--- src/design/bcc_pkg.sv ---
package bcc_pkg;

  // ==========================================================================
  // Register map
  localparam logic [7:0] BCC_OFS_CTRL = 8'h00;
  localparam logic [7:0] BCC_OFS_STATUS = 8'h04;
  localparam logic [7:0] BCC_OFS_MASK = 8'h08;
  localparam logic [7:0] BCC_OFS_CWORD = 8'h0C;
  localparam logic [7:0] BCC_OFS_SADDR = 8'h10;
  localparam int BCC_CTRL_ENABLE = 0;
  localparam logic BCC_CTRL_ENABLE_RST = 1'b1;

  // ==========================================================================
  // Event bits of the status and mask registers
  localparam int BCC_EVT_W = 4;
  localparam int BCC_EVT_ADDR_FAULT = 0;
  localparam int BCC_EVT_DATA_FAULT = 1;
  localparam int BCC_EVT_DONE = 2;
  localparam int BCC_EVT_SHORT_CYCLE = 3;
  localparam logic [BCC_EVT_W-1:0] BCC_STATUS_RST = 4'h0;
  localparam logic [BCC_EVT_W-1:0] BCC_MASK_RST = 4'h0;

  // ==========================================================================
  // Captured control word layout
  localparam int BCC_CW_W = 12;
  localparam int BCC_CW_COUNT_LSB = 0;
  localparam int BCC_CW_PARITY = 8;
  localparam int BCC_CW_MAP = 9;
  localparam int BCC_CW_MAP_LOAD = 10;
  localparam int BCC_CW_INBOUND = 11;

  // ==========================================================================
  // Bus widths and map table layout
  localparam int BCC_ADDR_W = 21;
  localparam int BCC_DATA_W = 16;
  localparam int BCC_COUNT_W = 8;
  localparam int BCC_REQ_W = 8;
  localparam int BCC_PAGE_OFS_W = 15;
  localparam int BCC_MAP_IDX_W = 5;
  localparam int BCC_MAP_ENTRIES = 32;
  localparam int BCC_MAP_PAGE_W = 6;
  localparam int BCC_MAP_PROT_BIT = 15;
  localparam logic BCC_PARITY_ODD = 1'b1;

  // ==========================================================================
  // Timing
  localparam int BCC_CLK_PERIOD_NS = 8;
  localparam int BCC_MIN_BUS_CYCLE_NS = 100;
  localparam int BCC_MIN_BUS_CYCLE_CLKS = (BCC_MIN_BUS_CYCLE_NS + BCC_CLK_PERIOD_NS - 1) / BCC_CLK_PERIOD_NS;
  localparam int BCC_CYC_CNT_W = 5;

  typedef enum logic [1:0] {
    BCC_IDLE = 2'b00,
    BCC_ADDR = 2'b01,
    BCC_DATA = 2'b10
  } bcc_fsm_e;

  typedef struct packed {
    logic link_clock;
    logic [BCC_REQ_W-1:0] request_n;
    logic parity_check_request_n;
    logic translate_address_select_n;
    logic map_load_select_n;
    logic inbound_direction_select_n;
    logic [BCC_COUNT_W-1:0] burst_length_minus_one;
    logic [BCC_ADDR_W-1:0] start_address_lines;
    logic address_parity_bit;
    logic [BCC_DATA_W-1:0] data_lines;
    logic word_parity_bit;
  } bcc_pins_s;

endpackage

--- src/design/bcc_sync_if.sv ---
`timescale 1ns/10ps
`default_nettype none
interface bcc_sync_if #(parameter int W = 1);
  logic [W-1:0] raw;
  logic [W-1:0] synced;
  modport src (output raw, input synced);
  modport sync (input raw, output synced);
endinterface
`default_nettype wire

--- src/design/bcc_sync.sv ---
`timescale 1ns/10ps
`default_nettype none
module bcc_sync
  import bcc_pkg::*;
#(
  parameter int W = 1
) (
  input wire logic clk,
  input wire logic rst,
  bcc_sync_if.sync sif
);

  typedef struct packed {
    logic [W-1:0] stage1;
    logic [W-1:0] stage2;
  } bcc_sync_s;

  bcc_sync_s sync_reg;
  bcc_sync_s sync_next;

  initial begin
    if (W < 1) begin
      $error("bcc_sync needs W of at least 1.");
    end
  end

  // Only the second stage reads the first one.
  always_comb begin
    sync_next = sync_reg;
    sync_next.stage1 = sif.raw;
    sync_next.stage2 = sync_reg.stage1;
  end

  always_ff @(posedge clk) begin
    if (rst) begin
      sync_reg <= '0;
    end else begin
      sync_reg <= sync_next;
    end
  end

  assign sif.synced = sync_reg.stage2;
endmodule
`default_nettype wire

--- src/design/bcc_channel_ctl.sv ---
`timescale 1ns/10ps
`default_nettype none
module bcc_channel_ctl
  import bcc_pkg::*;
(
  input wire logic clk,
  input wire logic rst,
  input wire logic [7:0] wb_adr_i,
  input wire logic [31:0] wb_dat_i,
  output logic [31:0] wb_dat_o,
  input wire logic [3:0] wb_sel_i,
  input wire logic wb_we_i,
  input wire logic wb_stb_i,
  input wire logic wb_cyc_i,
  output logic wb_ack_o,
  output logic irq,
  input wire logic link_clock,
  input wire logic [BCC_REQ_W-1:0] request_n,
  output logic ready_n,
  output logic data_phase_n,
  output logic address_fault_n,
  output logic data_fault_n,
  input wire logic parity_check_request_n,
  input wire logic translate_address_select_n,
  input wire logic map_load_select_n,
  input wire logic inbound_direction_select_n,
  input wire logic [BCC_COUNT_W-1:0] burst_length_minus_one,
  input wire logic [BCC_ADDR_W-1:0] start_address_lines,
  input wire logic address_parity_bit,
  input wire logic [BCC_DATA_W-1:0] data_lines_in,
  output logic [BCC_DATA_W-1:0] data_lines_out,
  output logic data_lines_oe,
  input wire logic word_parity_bit_in,
  output logic word_parity_bit_out,
  output logic word_parity_bit_oe,
  output logic mem_req,
  output logic mem_we,
  output logic [BCC_ADDR_W-1:0] mem_addr,
  output logic [BCC_DATA_W-1:0] mem_wdata,
  input wire logic [BCC_DATA_W-1:0] mem_rdata,
  input wire logic mem_ack
);

  localparam int PIN_W = $bits(bcc_pins_s);

  // ==========================================================================
  // State
  typedef struct packed {
    bcc_fsm_e fsm;
    logic link_prev;
    logic [BCC_CYC_CNT_W-1:0] cyc_cnt;
    logic [BCC_CW_W-1:0] cword;
    logic [BCC_ADDR_W-1:0] saddr;
    logic [BCC_ADDR_W-1:0] cur;
    logic [BCC_COUNT_W-1:0] remaining;
    logic ready_n;
    logic data_phase_n;
    logic afault_n;
    logic dfault_n;
    logic [BCC_DATA_W-1:0] dout;
    logic dpar_out;
    logic d_oe;
    logic mem_req;
    logic mem_we;
    logic [BCC_ADDR_W-1:0] mem_addr;
    logic [BCC_DATA_W-1:0] mem_wdata;
    logic [BCC_MAP_ENTRIES-1:0][BCC_DATA_W-1:0] map;
    logic ctrl_en;
    logic [BCC_EVT_W-1:0] status;
    logic [BCC_EVT_W-1:0] mask;
    logic wb_ack;
    logic [31:0] wb_dat;
  } bcc_state_s;

  bcc_state_s st_reg;
  bcc_state_s st_next;
  bcc_pins_s pins;
  bcc_pins_s pins_raw;

  initial begin
    if (BCC_MIN_BUS_CYCLE_CLKS >= (1 << BCC_CYC_CNT_W)) begin
      $error("Bus cycle counter too narrow.");
    end
    if (BCC_MAP_PAGE_W + BCC_PAGE_OFS_W != BCC_ADDR_W) begin
      $error("Map page and offset do not form a physical address.");
    end
  end

  // ==========================================================================
  // Pin synchronisers
  bcc_sync_if #(.W(PIN_W)) pin_sif ();

  always_comb begin
    pins_raw.link_clock = link_clock;
    pins_raw.request_n = request_n;
    pins_raw.parity_check_request_n = parity_check_request_n;
    pins_raw.translate_address_select_n = translate_address_select_n;
    pins_raw.map_load_select_n = map_load_select_n;
    pins_raw.inbound_direction_select_n = inbound_direction_select_n;
    pins_raw.burst_length_minus_one = burst_length_minus_one;
    pins_raw.start_address_lines = start_address_lines;
    pins_raw.address_parity_bit = address_parity_bit;
    pins_raw.data_lines = data_lines_in;
    pins_raw.word_parity_bit = word_parity_bit_in;
  end

  assign pin_sif.raw = pins_raw;
  assign pins = bcc_pins_s'(pin_sif.synced);

  bcc_sync #(.W(PIN_W)) u_pin_sync (
    .clk(clk),
    .rst(rst),
    .sif(pin_sif)
  );

  // ==========================================================================
  // Helpers

  // Returns the protect flag above the address to use on memory.
  function automatic logic [BCC_ADDR_W:0] bcc_xlate(
    input logic [BCC_ADDR_W-1:0] a,
    input logic mapped,
    input logic [BCC_MAP_ENTRIES-1:0][BCC_DATA_W-1:0] m
  );
    logic [BCC_DATA_W-1:0] e;
    begin
      e = m[a[BCC_PAGE_OFS_W +: BCC_MAP_IDX_W]];
      if (mapped) begin
        bcc_xlate = {e[BCC_MAP_PROT_BIT], e[BCC_MAP_PAGE_W-1:0], a[BCC_PAGE_OFS_W-1:0]};
      end else begin
        bcc_xlate = {1'b0, a};
      end
    end
  endfunction

  function automatic logic bcc_parity_ok(input logic [BCC_ADDR_W-1:0] v, input logic p);
    begin
      bcc_parity_ok = ((^v) ^ p) == BCC_PARITY_ODD;
    end
  endfunction

  // ==========================================================================
  // Next state
  always_comb begin
    logic strobe;
    logic [BCC_EVT_W-1:0] evt;
    logic [BCC_EVT_W-1:0] clr;
    logic [BCC_ADDR_W:0] xl;
    logic [BCC_ADDR_W-1:0] nxt_addr;
    logic par_en;
    logic mapped;
    logic map_load;
    logic inbound;
    st_next = st_reg;
    evt = '0;
    clr = '0;
    xl = '0;
    nxt_addr = st_reg.cur + 21'h000001;
    par_en = st_reg.cword[BCC_CW_PARITY];
    mapped = st_reg.cword[BCC_CW_MAP];
    map_load = st_reg.cword[BCC_CW_MAP_LOAD];
    inbound = st_reg.cword[BCC_CW_INBOUND];

    // Active edge of the sync clock is its high to low transition.
    strobe = st_reg.link_prev & ~pins.link_clock;
    st_next.link_prev = pins.link_clock;

    // A bus cycle shorter than the minimum is reported, not refused.
    if (strobe) begin
      st_next.cyc_cnt = '0;
      if (st_reg.cyc_cnt < BCC_CYC_CNT_W'(BCC_MIN_BUS_CYCLE_CLKS - 1)) begin
        evt[BCC_EVT_SHORT_CYCLE] = st_reg.fsm != BCC_IDLE;
      end
    end else if (st_reg.cyc_cnt != {BCC_CYC_CNT_W{1'b1}}) begin
      st_next.cyc_cnt = st_reg.cyc_cnt + 5'h01;
    end

    // Fault lines qualify exactly one bus cycle.
    if (strobe) begin
      st_next.afault_n = 1'b1;
      st_next.dfault_n = 1'b1;
    end

    // Memory side completes a pending access.
    if (st_reg.mem_req && mem_ack) begin
      st_next.mem_req = 1'b0;
      if (!st_reg.mem_we) begin
        st_next.dout = mem_rdata;
        st_next.dpar_out = (^mem_rdata) ^ BCC_PARITY_ODD;
      end
    end

    case (st_reg.fsm)
      BCC_IDLE: begin
        st_next.ready_n = ~st_reg.ctrl_en;
        if (strobe && !st_reg.ready_n && pins.request_n != 8'hFF) begin
          st_next.fsm = BCC_ADDR;
        end
      end
      BCC_ADDR: begin
        if (strobe) begin
          st_next.cword[BCC_CW_COUNT_LSB +: BCC_COUNT_W] = pins.burst_length_minus_one;
          st_next.cword[BCC_CW_PARITY] = ~pins.parity_check_request_n;
          st_next.cword[BCC_CW_MAP] = ~pins.translate_address_select_n;
          st_next.cword[BCC_CW_INBOUND] = ~pins.inbound_direction_select_n;
          st_next.cword[BCC_CW_MAP_LOAD] = ~pins.map_load_select_n & ~pins.inbound_direction_select_n;
          st_next.saddr = pins.start_address_lines;
          st_next.cur = pins.start_address_lines;
          st_next.remaining = pins.burst_length_minus_one;
          st_next.ready_n = 1'b1;
          st_next.data_phase_n = 1'b0;
          st_next.fsm = BCC_DATA;
          if (!pins.parity_check_request_n
              && !bcc_parity_ok(pins.start_address_lines, pins.address_parity_bit)) begin
            st_next.afault_n = 1'b0;
            evt[BCC_EVT_ADDR_FAULT] = 1'b1;
          end
          if (pins.inbound_direction_select_n) begin
            st_next.d_oe = 1'b1;
            xl = bcc_xlate(pins.start_address_lines, ~pins.translate_address_select_n, st_reg.map);
            st_next.mem_req = 1'b1;
            st_next.mem_we = 1'b0;
            st_next.mem_addr = xl[BCC_ADDR_W-1:0];
          end
        end
      end
      BCC_DATA: begin
        if (strobe) begin
          if (inbound) begin
            if (par_en && !bcc_parity_ok({5'h00, pins.data_lines}, pins.word_parity_bit)) begin
              st_next.dfault_n = 1'b0;
              evt[BCC_EVT_DATA_FAULT] = 1'b1;
            end
            if (map_load) begin
              st_next.map[st_reg.cur[BCC_MAP_IDX_W-1:0]] = pins.data_lines;
            end else begin
              xl = bcc_xlate(st_reg.cur, mapped, st_reg.map);
              if (xl[BCC_ADDR_W]) begin
                st_next.afault_n = 1'b0;
                evt[BCC_EVT_ADDR_FAULT] = 1'b1;
              end else begin
                st_next.mem_req = 1'b1;
                st_next.mem_we = 1'b1;
                st_next.mem_addr = xl[BCC_ADDR_W-1:0];
                st_next.mem_wdata = pins.data_lines;
              end
            end
          end else begin
            xl = bcc_xlate(st_reg.cur, mapped, st_reg.map);
            if (xl[BCC_ADDR_W]) begin
              st_next.afault_n = 1'b0;
              evt[BCC_EVT_ADDR_FAULT] = 1'b1;
            end
            if (st_reg.remaining != 8'h00) begin
              xl = bcc_xlate(nxt_addr, mapped, st_reg.map);
              st_next.mem_req = 1'b1;
              st_next.mem_we = 1'b0;
              st_next.mem_addr = xl[BCC_ADDR_W-1:0];
            end
          end
          st_next.cur = nxt_addr;
          if (st_reg.remaining == 8'h00) begin
            st_next.fsm = BCC_IDLE;
            st_next.data_phase_n = 1'b1;
            st_next.d_oe = 1'b0;
            st_next.ready_n = ~st_reg.ctrl_en;
            evt[BCC_EVT_DONE] = 1'b1;
          end else begin
            st_next.remaining = st_reg.remaining - 8'h01;
          end
        end
      end
      default: begin
        st_next.fsm = BCC_IDLE;
      end
    endcase

    // Register slave: one wait state, unmapped reads return zero.
    st_next.wb_ack = 1'b0;
    if (wb_cyc_i && wb_stb_i && !st_reg.wb_ack) begin
      st_next.wb_ack = 1'b1;
      st_next.wb_dat = '0;
      if (wb_we_i && wb_sel_i[0]) begin
        case (wb_adr_i)
          BCC_OFS_CTRL: st_next.ctrl_en = wb_dat_i[BCC_CTRL_ENABLE];
          BCC_OFS_STATUS: clr = wb_dat_i[BCC_EVT_W-1:0];
          BCC_OFS_MASK: st_next.mask = wb_dat_i[BCC_EVT_W-1:0];
          default: begin
          end
        endcase
      end else if (!wb_we_i) begin
        case (wb_adr_i)
          BCC_OFS_CTRL: st_next.wb_dat = {31'h00000000, st_reg.ctrl_en};
          BCC_OFS_STATUS: st_next.wb_dat = {28'h0000000, st_reg.status};
          BCC_OFS_MASK: st_next.wb_dat = {28'h0000000, st_reg.mask};
          BCC_OFS_CWORD: st_next.wb_dat = {18'h00000, st_reg.fsm, st_reg.cword};
          BCC_OFS_SADDR: st_next.wb_dat = {11'h000, st_reg.saddr};
          default: st_next.wb_dat = '0;
        endcase
      end
    end

    // A hardware event wins over a clear in the same cycle.
    st_next.status = (st_reg.status & ~clr) | evt;
  end

  // ==========================================================================
  // Registers
  always_ff @(posedge clk) begin
    if (rst) begin
      st_reg <= '0;
      st_reg.fsm <= BCC_IDLE;
      st_reg.ready_n <= 1'b1;
      st_reg.data_phase_n <= 1'b1;
      st_reg.afault_n <= 1'b1;
      st_reg.dfault_n <= 1'b1;
      st_reg.ctrl_en <= BCC_CTRL_ENABLE_RST;
      st_reg.status <= BCC_STATUS_RST;
      st_reg.mask <= BCC_MASK_RST;
    end else begin
      st_reg <= st_next;
    end
  end

  // ==========================================================================
  // Outputs
  assign wb_ack_o = st_reg.wb_ack;
  assign wb_dat_o = st_reg.wb_dat;
  assign irq = |(st_reg.status & st_reg.mask);
  assign ready_n = st_reg.ready_n;
  assign data_phase_n = st_reg.data_phase_n;
  assign address_fault_n = st_reg.afault_n;
  assign data_fault_n = st_reg.dfault_n;
  assign data_lines_out = st_reg.dout;
  assign data_lines_oe = st_reg.d_oe;
  assign word_parity_bit_out = st_reg.dpar_out;
  assign word_parity_bit_oe = st_reg.d_oe;
  assign mem_req = st_reg.mem_req;
  assign mem_we = st_reg.mem_we;
  assign mem_addr = st_reg.mem_addr;
  assign mem_wdata = st_reg.mem_wdata;

endmodule
`default_nettype wire

--- config.mk ---
export PLATFORM = sky130hd
export DESIGN_NAME = bcc_channel_ctl
export DESIGN_NICKNAME = d
export VERILOG_FILES = /design/src/design/bcc_pkg.sv /design/src/design/bcc_sync_if.sv /design/src/design/bcc_sync.sv /design/src/design/bcc_channel_ctl.sv
export SDC_FILE = /design/constraint.sdc
export NUM_CORES = 1
export LEC_CHECK = 0
export BUFFER_PORTS_ARGS = -buffer_cell sky130_fd_sc_hd__buf_4
export CORE_MARGIN = 3
export CORE_UTILIZATION = 45
export DETAILED_ROUTE_END_ITERATION = 16
export GPL_TIMING_DRIVEN = 1
export PLACE_DENSITY_LB_ADDON = 0.3
export SLEW_MARGIN = 20
export SYNTH_ARGS = -nofsm -noshare
export SYNTH_HDL_FRONTEND = slang
export SYNTH_SLANG_ARGS = --single-unit
--- constraint.sdc ---
create_clock -name clk -period 3.6 [get_ports clk]
set_clock_uncertainty 0.1 [all_clocks]
set_input_delay 0.18 -clock clk [delete_from_list [all_inputs] [get_ports clk]]
set_output_delay 0.18 -clock clk [all_outputs]
set_load 0.05 [all_outputs]
==> results of run 1 <==
-- per-layer routing --
metal	share of wire [%]	track usage [%]
met2	46	46.1
met1	39	37.3
met3	10	5.99
met5	0	0
met4	4.9	13.7
-- cell type report --
type                       count  area share (%)
multi-input combinational   2005            44.4
sequential                   506            33.5
timing repair buffer         439            12.3
clock buffer                  67            4.86
tap                          748            3.10
clock inverter                33            1.54
inverter                      20           0.248
-- cell usage after synthesis, drive strengths merged (4+ instances only) --
| cell | instances |
|---|---|
| nand3 | 255 |
| o22ai | 6 |
| mux4 | 131 |
| and3 | 7 |
| xor2 | 19 |
| nor2b | 140 |
| xnor2 | 53 |
| buf | 155 |
| nor3b | 4 |
| a222oi | 8 |
| dfxtp | 506 |
| a211oi | 41 |
| nand2 | 468 |
| o21ai | 58 |
| clkbuf | 180 |
| mux2i | 82 |
| or3 | 5 |
| nor3 | 27 |
| a22o | 4 |
| a221oi | 14 |
| o21a | 4 |
| a21oi | 355 |
| nor4 | 7 |
| o31ai | 5 |
| a31oi | 5 |
| mux2 | 13 |
| nand4 | 11 |
| o211ai | 11 |
| ha | 11 |
| a2bb2oi | 7 |
| o311ai | 7 |
| nor2 | 133 |
| nand2b | 13 |
| a22oi | 35 |
| and2 | 8 |
| a311oi | 4 |
| inv | 20 |
-- per-stage QoR --
step           instances  worst slack (ns)  total power, mW  hold WS (ns)
2_1_floorplan       2866             0.751             6.45         0.208
3_3_place_gp        3607            0.0574             6.73         0.292
3_5_place_dp        3607            0.0390             6.75         0.296
4_1_cts             3814            0.0366             12.8        0.0912
5_1_grt             3818            0.0405             13.1         0.170
6_report            3818             0.141             12.8         0.132
-- worst register-to-register path, cell delays in order, from the launching register on --
cell	delay [ns]
dfxtp_1	0.51
nand4_2	0.27
nor4_4	0.47
xnor2_2	0.31
buf_12	0.32
mux4_2	0.53
mux2i_1	0.33
mux2i_1	0.13
a41oi_1	0.25
a221oi_2	0.08
-- final timing paths --
| path | start | to | slack [ns] | cells past startpoint |
|---|---|---|---|---|
| worst max-delay path | st_reg[633]$_SDFFE_PP0P_ | mem_addr[18]$_SDFFE_PP0P_ | 0.14 | 9 |
| worst min-delay path | wb_adr_i[2] | st_reg[33]$_SDFFE_PP0P_ | 0.13 | 5 |
| worst max register to register | st_reg[633]$_SDFFE_PP0P_ | mem_addr[18]$_SDFFE_PP0P_ | 0.14 | 9 |
| worst min register to register | u_pin_sync.sync_next[1]$_SDFF_PP0_ | u_pin_sync.sif.synced[1]$_SDFF_PP0_ | 0.33 | 1 |
-- kinds of logic after synthesis --
group | count (synthesis)
and+or+nand+nor | 1094
AOI/OAI and AO/OA | 591
DFF | 506
buffers and inverters | 355
muxes | 226
xor gates and xnor gates | 72
adders and majority gates | 11
other | 1
-- report_power, final --
group | switching, mW | internal (mW)
sequential | 0.0815 | 5.69
clock | 2.46 | 3.58
combinational | 0.572 | 0.392
-- timing repair --
| action | in CTS | in global routing |
|---|---|---|
| pin swaps | 0 | 1 |
| gates resized for setup | 1 | 6 |
| buffers inserted | 0 | 4 |
| endpoints found under the hold margin | 146 | 0 |
| hold buffers | 107 | 0 |
| setup endpoints to repair | 1 | 37 |
==> results.md, run 1 <==
* Max stage delay on crit path at 0.52 ns
* Largest cells by area after synthesis: dfxtp_1 40%, mux4_2 12%, a21oi_1 7.0%
* Final GP Congestion at 0.946
* DRT iter0 DRCs at 3008
* Root Driver: clkbuf_16
* Yosys warnings at 0
* Most common cell after layout, fill and taps aside: dfxtp_1
* Post-route cell area at 30200 µm²
* Most frequent cells in the layout: 501 x dfxtp_1, 467 x nand2_1, 355 x a21oi_1, 320 x buf_4, 252 x nand3_1
* Die Span X at 243 µm
* DP Area at 27200 µm²
* Final Critical Period at 3.46 ns
* H-tree levels at 2
* Critical Path Start Type: register
* Utilization after layout at 54.7%
* Buffers & Inverters on Critical Path at 1
* Pin count of the biggest net entering global routing at 181
* Crit-path most repeated cell: mux2i_1
* Yosys reg bits at 506
* Clock latency on the worst-skew pair at 0.62 ns
* Number of synthesized flops with an enable pin at 0
* Req. time, crit path at 3.96 ns
* Final global-route overflow total at 0
* Worst-Margin Slew at 1.07 ns
* Cell Chain, Critical Path: nand4_2 -> nor4_4 -> xnor2_2 -> buf_12 -> mux4_2 -> mux2i_1 -> mux2i_1 -> a41oi_1 -> a221oi_2
* Clk sinks at 506
* # setup viols final at 0
* DRC viols at 0
* Chip height at 243 µm
* Max-cap violations at 0
* Dominant cell type by area after synthesis: dfxtp_1
* Synth Area per Inst at 8.83 µm²
* Worst Path Max Fanout at 34
* Worst relative slew slack at 28.3%
* Vias in the first global route at 22500
* Total negative slack at 0 ns
* Die Area at 58900 µm²
* Drt first pass iters at 6
* CTS buffer count at 54
* I/O pin cnt at 222
* Post-synthesis mux area share at 15.5%
* DP Wirelength at 59100 µm
* Asr flop ratio synth at 0%
* Final net count at 3163
* DR vias at 23400
* Tot GR Track Use at 28.8%
* Avg WL per Cell at 22.9 µm
* Delay-heaviest family, CP: multiplexers
* Slowest CP cell: mux4_2
* Compound-Gate Fraction of Synth Area at 14.0%
* Final period util at 96.1%
* XOR/XNOR share of the synthesized area at 2.56%
* Worst min path class: primary input to register
* Post-Synth Simple-Gate Area at 20.2%
* Ys flop type: dfxtp_1
* Global-route wire length before repair at 134000 µm
* N_diodes at 0
* Largest family of logic cells by synthesized area: simple AND/OR/NAND/NOR gates
* Initial antenna violation count at 0
* Layout area overhead at 19.9%
* Routed WL at 87600 µm
* CP Data Arrival Time at 3.82 ns
* Worst setup EP type: register
* P per Cell Area at 422 nW/µm²
* Fraction of layout cells with a size suffix above 1 at 19.9%
* Status: completed
* # fillers at 4901
* Clk pin slew, worst setup/hold paths at 0.07 ns
* Hold Vio Cnt, Final at 0
* Longest Clk Path Bufs at 3
* Core area at 55300 µm²
* DR vias/cell at 6.12
* Yosys top cell area share at 40.2%
* Leakage at 10.6 nW
* CTS tree: done
* PortBufs at 179
* Post-Syn Area at 25200 µm²
* Seq/Total Area, Yosys at 40.2%
* Fin. max-slew vios at 0
* Final ANT Viol Nets at 0
* CP Class: register to register
* Post-synth cell types at 79
* RSZ-0062 raised after global routing: no
* Fmax at 289 MHz
* Sequential cell area at 10100 µm²
* Multi-input logic area at 13400 µm²
* Maximum VDD drop at 424 µV
* Core Rows at 86
* Initial Util at 45.6%
* Synth Instances at 2856
* Synth Area in Adders at 0.546%
(Power assumes the default switching activity.)
==> run 2, diff against run 1 <==
--- a/config.mk
+++ b/config.mk
@@ -9,5 +9,6 @@
 export CORE_MARGIN = 3
-export CORE_UTILIZATION = 45
+export CORE_UTILIZATION = 60
 export DETAILED_ROUTE_END_ITERATION = 16
 export GPL_TIMING_DRIVEN = 1
+export HOLD_SLACK_MARGIN = 0.06
 export PLACE_DENSITY_LB_ADDON = 0.3
==> constraint.sdc (replaced) <==
create_clock -name clk -period 3.6 [get_ports clk]
set_clock_uncertainty 0.1 [all_clocks]
set_input_delay 0.72 -clock clk [delete_from_list [all_inputs] [get_ports clk]]
set_output_delay 0.72 -clock clk [all_outputs]
set_load 0.05 [all_outputs]
==> results.md, run 2 (synthesized netlist as in run 1, its figures left out) <==
* Hold Vio Cnt, Final at 0
* CTS buffer count at 51
* Final period util at 97.4%
* Worst relative slew slack at 30.5%
* Longest Clk Path Bufs at 3
* Global-route wire length before repair at 124000 µm
* I/O pin cnt at 222
* Drt first pass iters at 6
* Clk sinks at 506
* P per Cell Area at 425 nW/µm²
* Total negative slack at 0 ns
* Worst-Margin Slew at 1.04 ns
* Worst hold-check slack at 0.202 ns
* Die Area at 44500 µm²
* Worst hold endpoint: u_pin_sync.sync_next[3]$_SDFF_PP0_
* Vias in the first global route at 21900
* Hold buffers post-CTS at 0
* Total power at 12.2 mW
* DP Wirelength at 55700 µm
* Chip height at 211 µm
* Met2 Use GR at 54.9%
* Share of total power in sequential cells at 47.4%
* Die Span X at 211 µm
* Final ANT Viol Nets at 0
* Most common cell after layout, fill and taps aside: dfxtp_1
* Clock latency on the worst-skew pair at 0.63 ns
* Maximum VDD drop at 459 µV
* Avg WL per Cell at 23.4 µm
* H-tree levels at 2
* CP Class: register to register
* # fillers at 3133
* DR vias at 23000
* Root Driver: clkbuf_16
* Worst setup EP type: register
* Fmax at 285 MHz
* Clk pin slew, worst setup/hold paths at 0.06 ns
* Worst Path Max Fanout at 10
* Fin. max-slew vios at 0
* DR vias/cell at 6.58
* Combinational share of power at 7.0%
* Post-place setup slack at 0.238 ns
* Most frequent cells in the layout: 501 x dfxtp_1, 468 x nand2_1, 355 x a21oi_1, 319 x buf_4, 252 x nand3_1
* Layout area overhead at 13.9%
* GR peak layer: met2
* Max-cap violations at 0
* Worst min path class: primary input to register
* Clock power share at 45.7%
* Final Instance Count excl. Fillers at 3489
* Routed WL at 81500 µm
* DP Area at 26900 µm²
* Final net count at 3054
* Req. time, crit path at 4.02 ns
* Critical register-to-register path endpoint: mem_addr[17]$_SDFFE_PP0P_
* GR Layer Usage met3 at 9.36%
* Leakage at 10.1 nW
* Hold Crit Start: data_lines_in[2]
* R2r startpoint: st_reg[640]$_SDFFE_PP0P_
* Fraction of layout cells with a size suffix above 1 at 20.1%
* Utilization after layout at 69.7%
* Post-route cell area at 28700 µm²
* Critical Path Start Type: register
* Met1 Usage GRT at 45.9%
* CP Data Arrival Time at 3.92 ns
* Initial Util at 61.2%
* Post-cts resize count at 0
* Core Rows at 74
* Internal power at 9.26 mW
* Pin count of the biggest net entering global routing at 164
* DRC viols at 0
* Placed insts at 3391
* DRT iter0 DRCs at 3375
* RSZ-0062 raised after global routing: no
* CTS tree: done
* R2r setup slk at 0.09 ns
* Setup WS post-layout at 0.0924 ns
* Initial antenna violation count at 1
* Final GP Congestion at 0.998
* Tot GR Track Use at 35.6%
* PortBufs at 179
* # setup viols final at 0
* Final global-route overflow total at 0
* Core area at 41200 µm²
* Fraction of power spent switching nets at 24.1%
* R2R cell count at 9
* Status: completed
* Hold path depth at 2
* Psw at 2.94 mW
* Final Critical Period at 3.51 ns
[run 2: cell count changes in the layout (fill, tap and decap cells not counted), sizes merged]
cell | before | now
buf | 332 | 333
bufinv | 9 | 6
clkbuf | 67 | 70
clkinvlp | 9 | 3
diode | 0 | 1
dlygate4sd3 | 107 | 0
inv | 23 | 21
[run 2: layout make-up]
class,instances,area (µm²),area share (%)
antenna,1,2.50,0.00871
clock buffer,70,1440,5.01
clock inverter,22,317,1.10
inverter,20,75.1,0.261
multi-input combinational,2005,13400,46.7
sequential,506,10100,35.3
tap,532,666,2.32
timing repair buffer,333,2670,9.30
[run 2: power groups by stage]
| stage | registers [mW] | logic [mW] | clock network [mW] |
|---|---|---|---|
| finish | 5.78 | 0.852 | 5.57 |
| global route | 5.78 | 0.903 | 5.84 |
| CTS | 5.77 | 0.836 | 5.60 |
| detailed placement | 5.90 | 0.833 | 0 |
| global placement | 5.89 | 0.817 | 0 |
| floorplan | 5.88 | 0.574 | 0 |
[run 2: repair_timing]
item	CTS	global route
buffers inserted	0	5
endpoints found under the setup margin	0	1
hold endpoints to repair	0	0
[run 2: worst max-delay path, cell delays in order, from the launching register on]
cell	delay (ns)
dfxtp_2	0.60
buf_4	0.29
mux2i_1	0.25
mux4_2	0.28
a21boi_1	0.09
a311oi_2	0.51
nand2_1	0.43
o311ai_0	0.49
a41oi_1	0.09
a221oi_1	0.27
[run 2: how the worst max path moves through the flow]
stage	from	to	slack, ns	cells after the start
detailed placement	st_reg[640]$_SDFFE_PP0P_	mem_wdata[1]$_SDFFE_PP0P_	0.24	9
CTS	st_reg[640]$_SDFFE_PP0P_	mem_wdata[1]$_SDFFE_PP0P_	0.22	9
floorplan	st_reg[623]$_SDFFE_PP0P_	mem_addr[20]$_SDFFE_PP0P_	0.75	12
global route	st_reg[640]$_SDFFE_PP0P_	mem_addr[17]$_SDFFE_PP0P_	0.03	9
finish	st_reg[640]$_SDFFE_PP0P_	mem_addr[17]$_SDFFE_PP0P_	0.09	9
global placement	st_reg[623]$_SDFFE_PP0P_	mem_addr[18]$_SDFFE_PP0P_	0.34	11
[run 2: routing by layer]
| metal | share of wire, % | up-vias |
|---|---|---|
| li1 | - | 10100 |
| met1 | 37 | 10900 |
| met2 | 45 | 1650 |
| met3 | 13 | 339 |
| met4 | 5.9 | 0 |
| met5 | 0 | - |
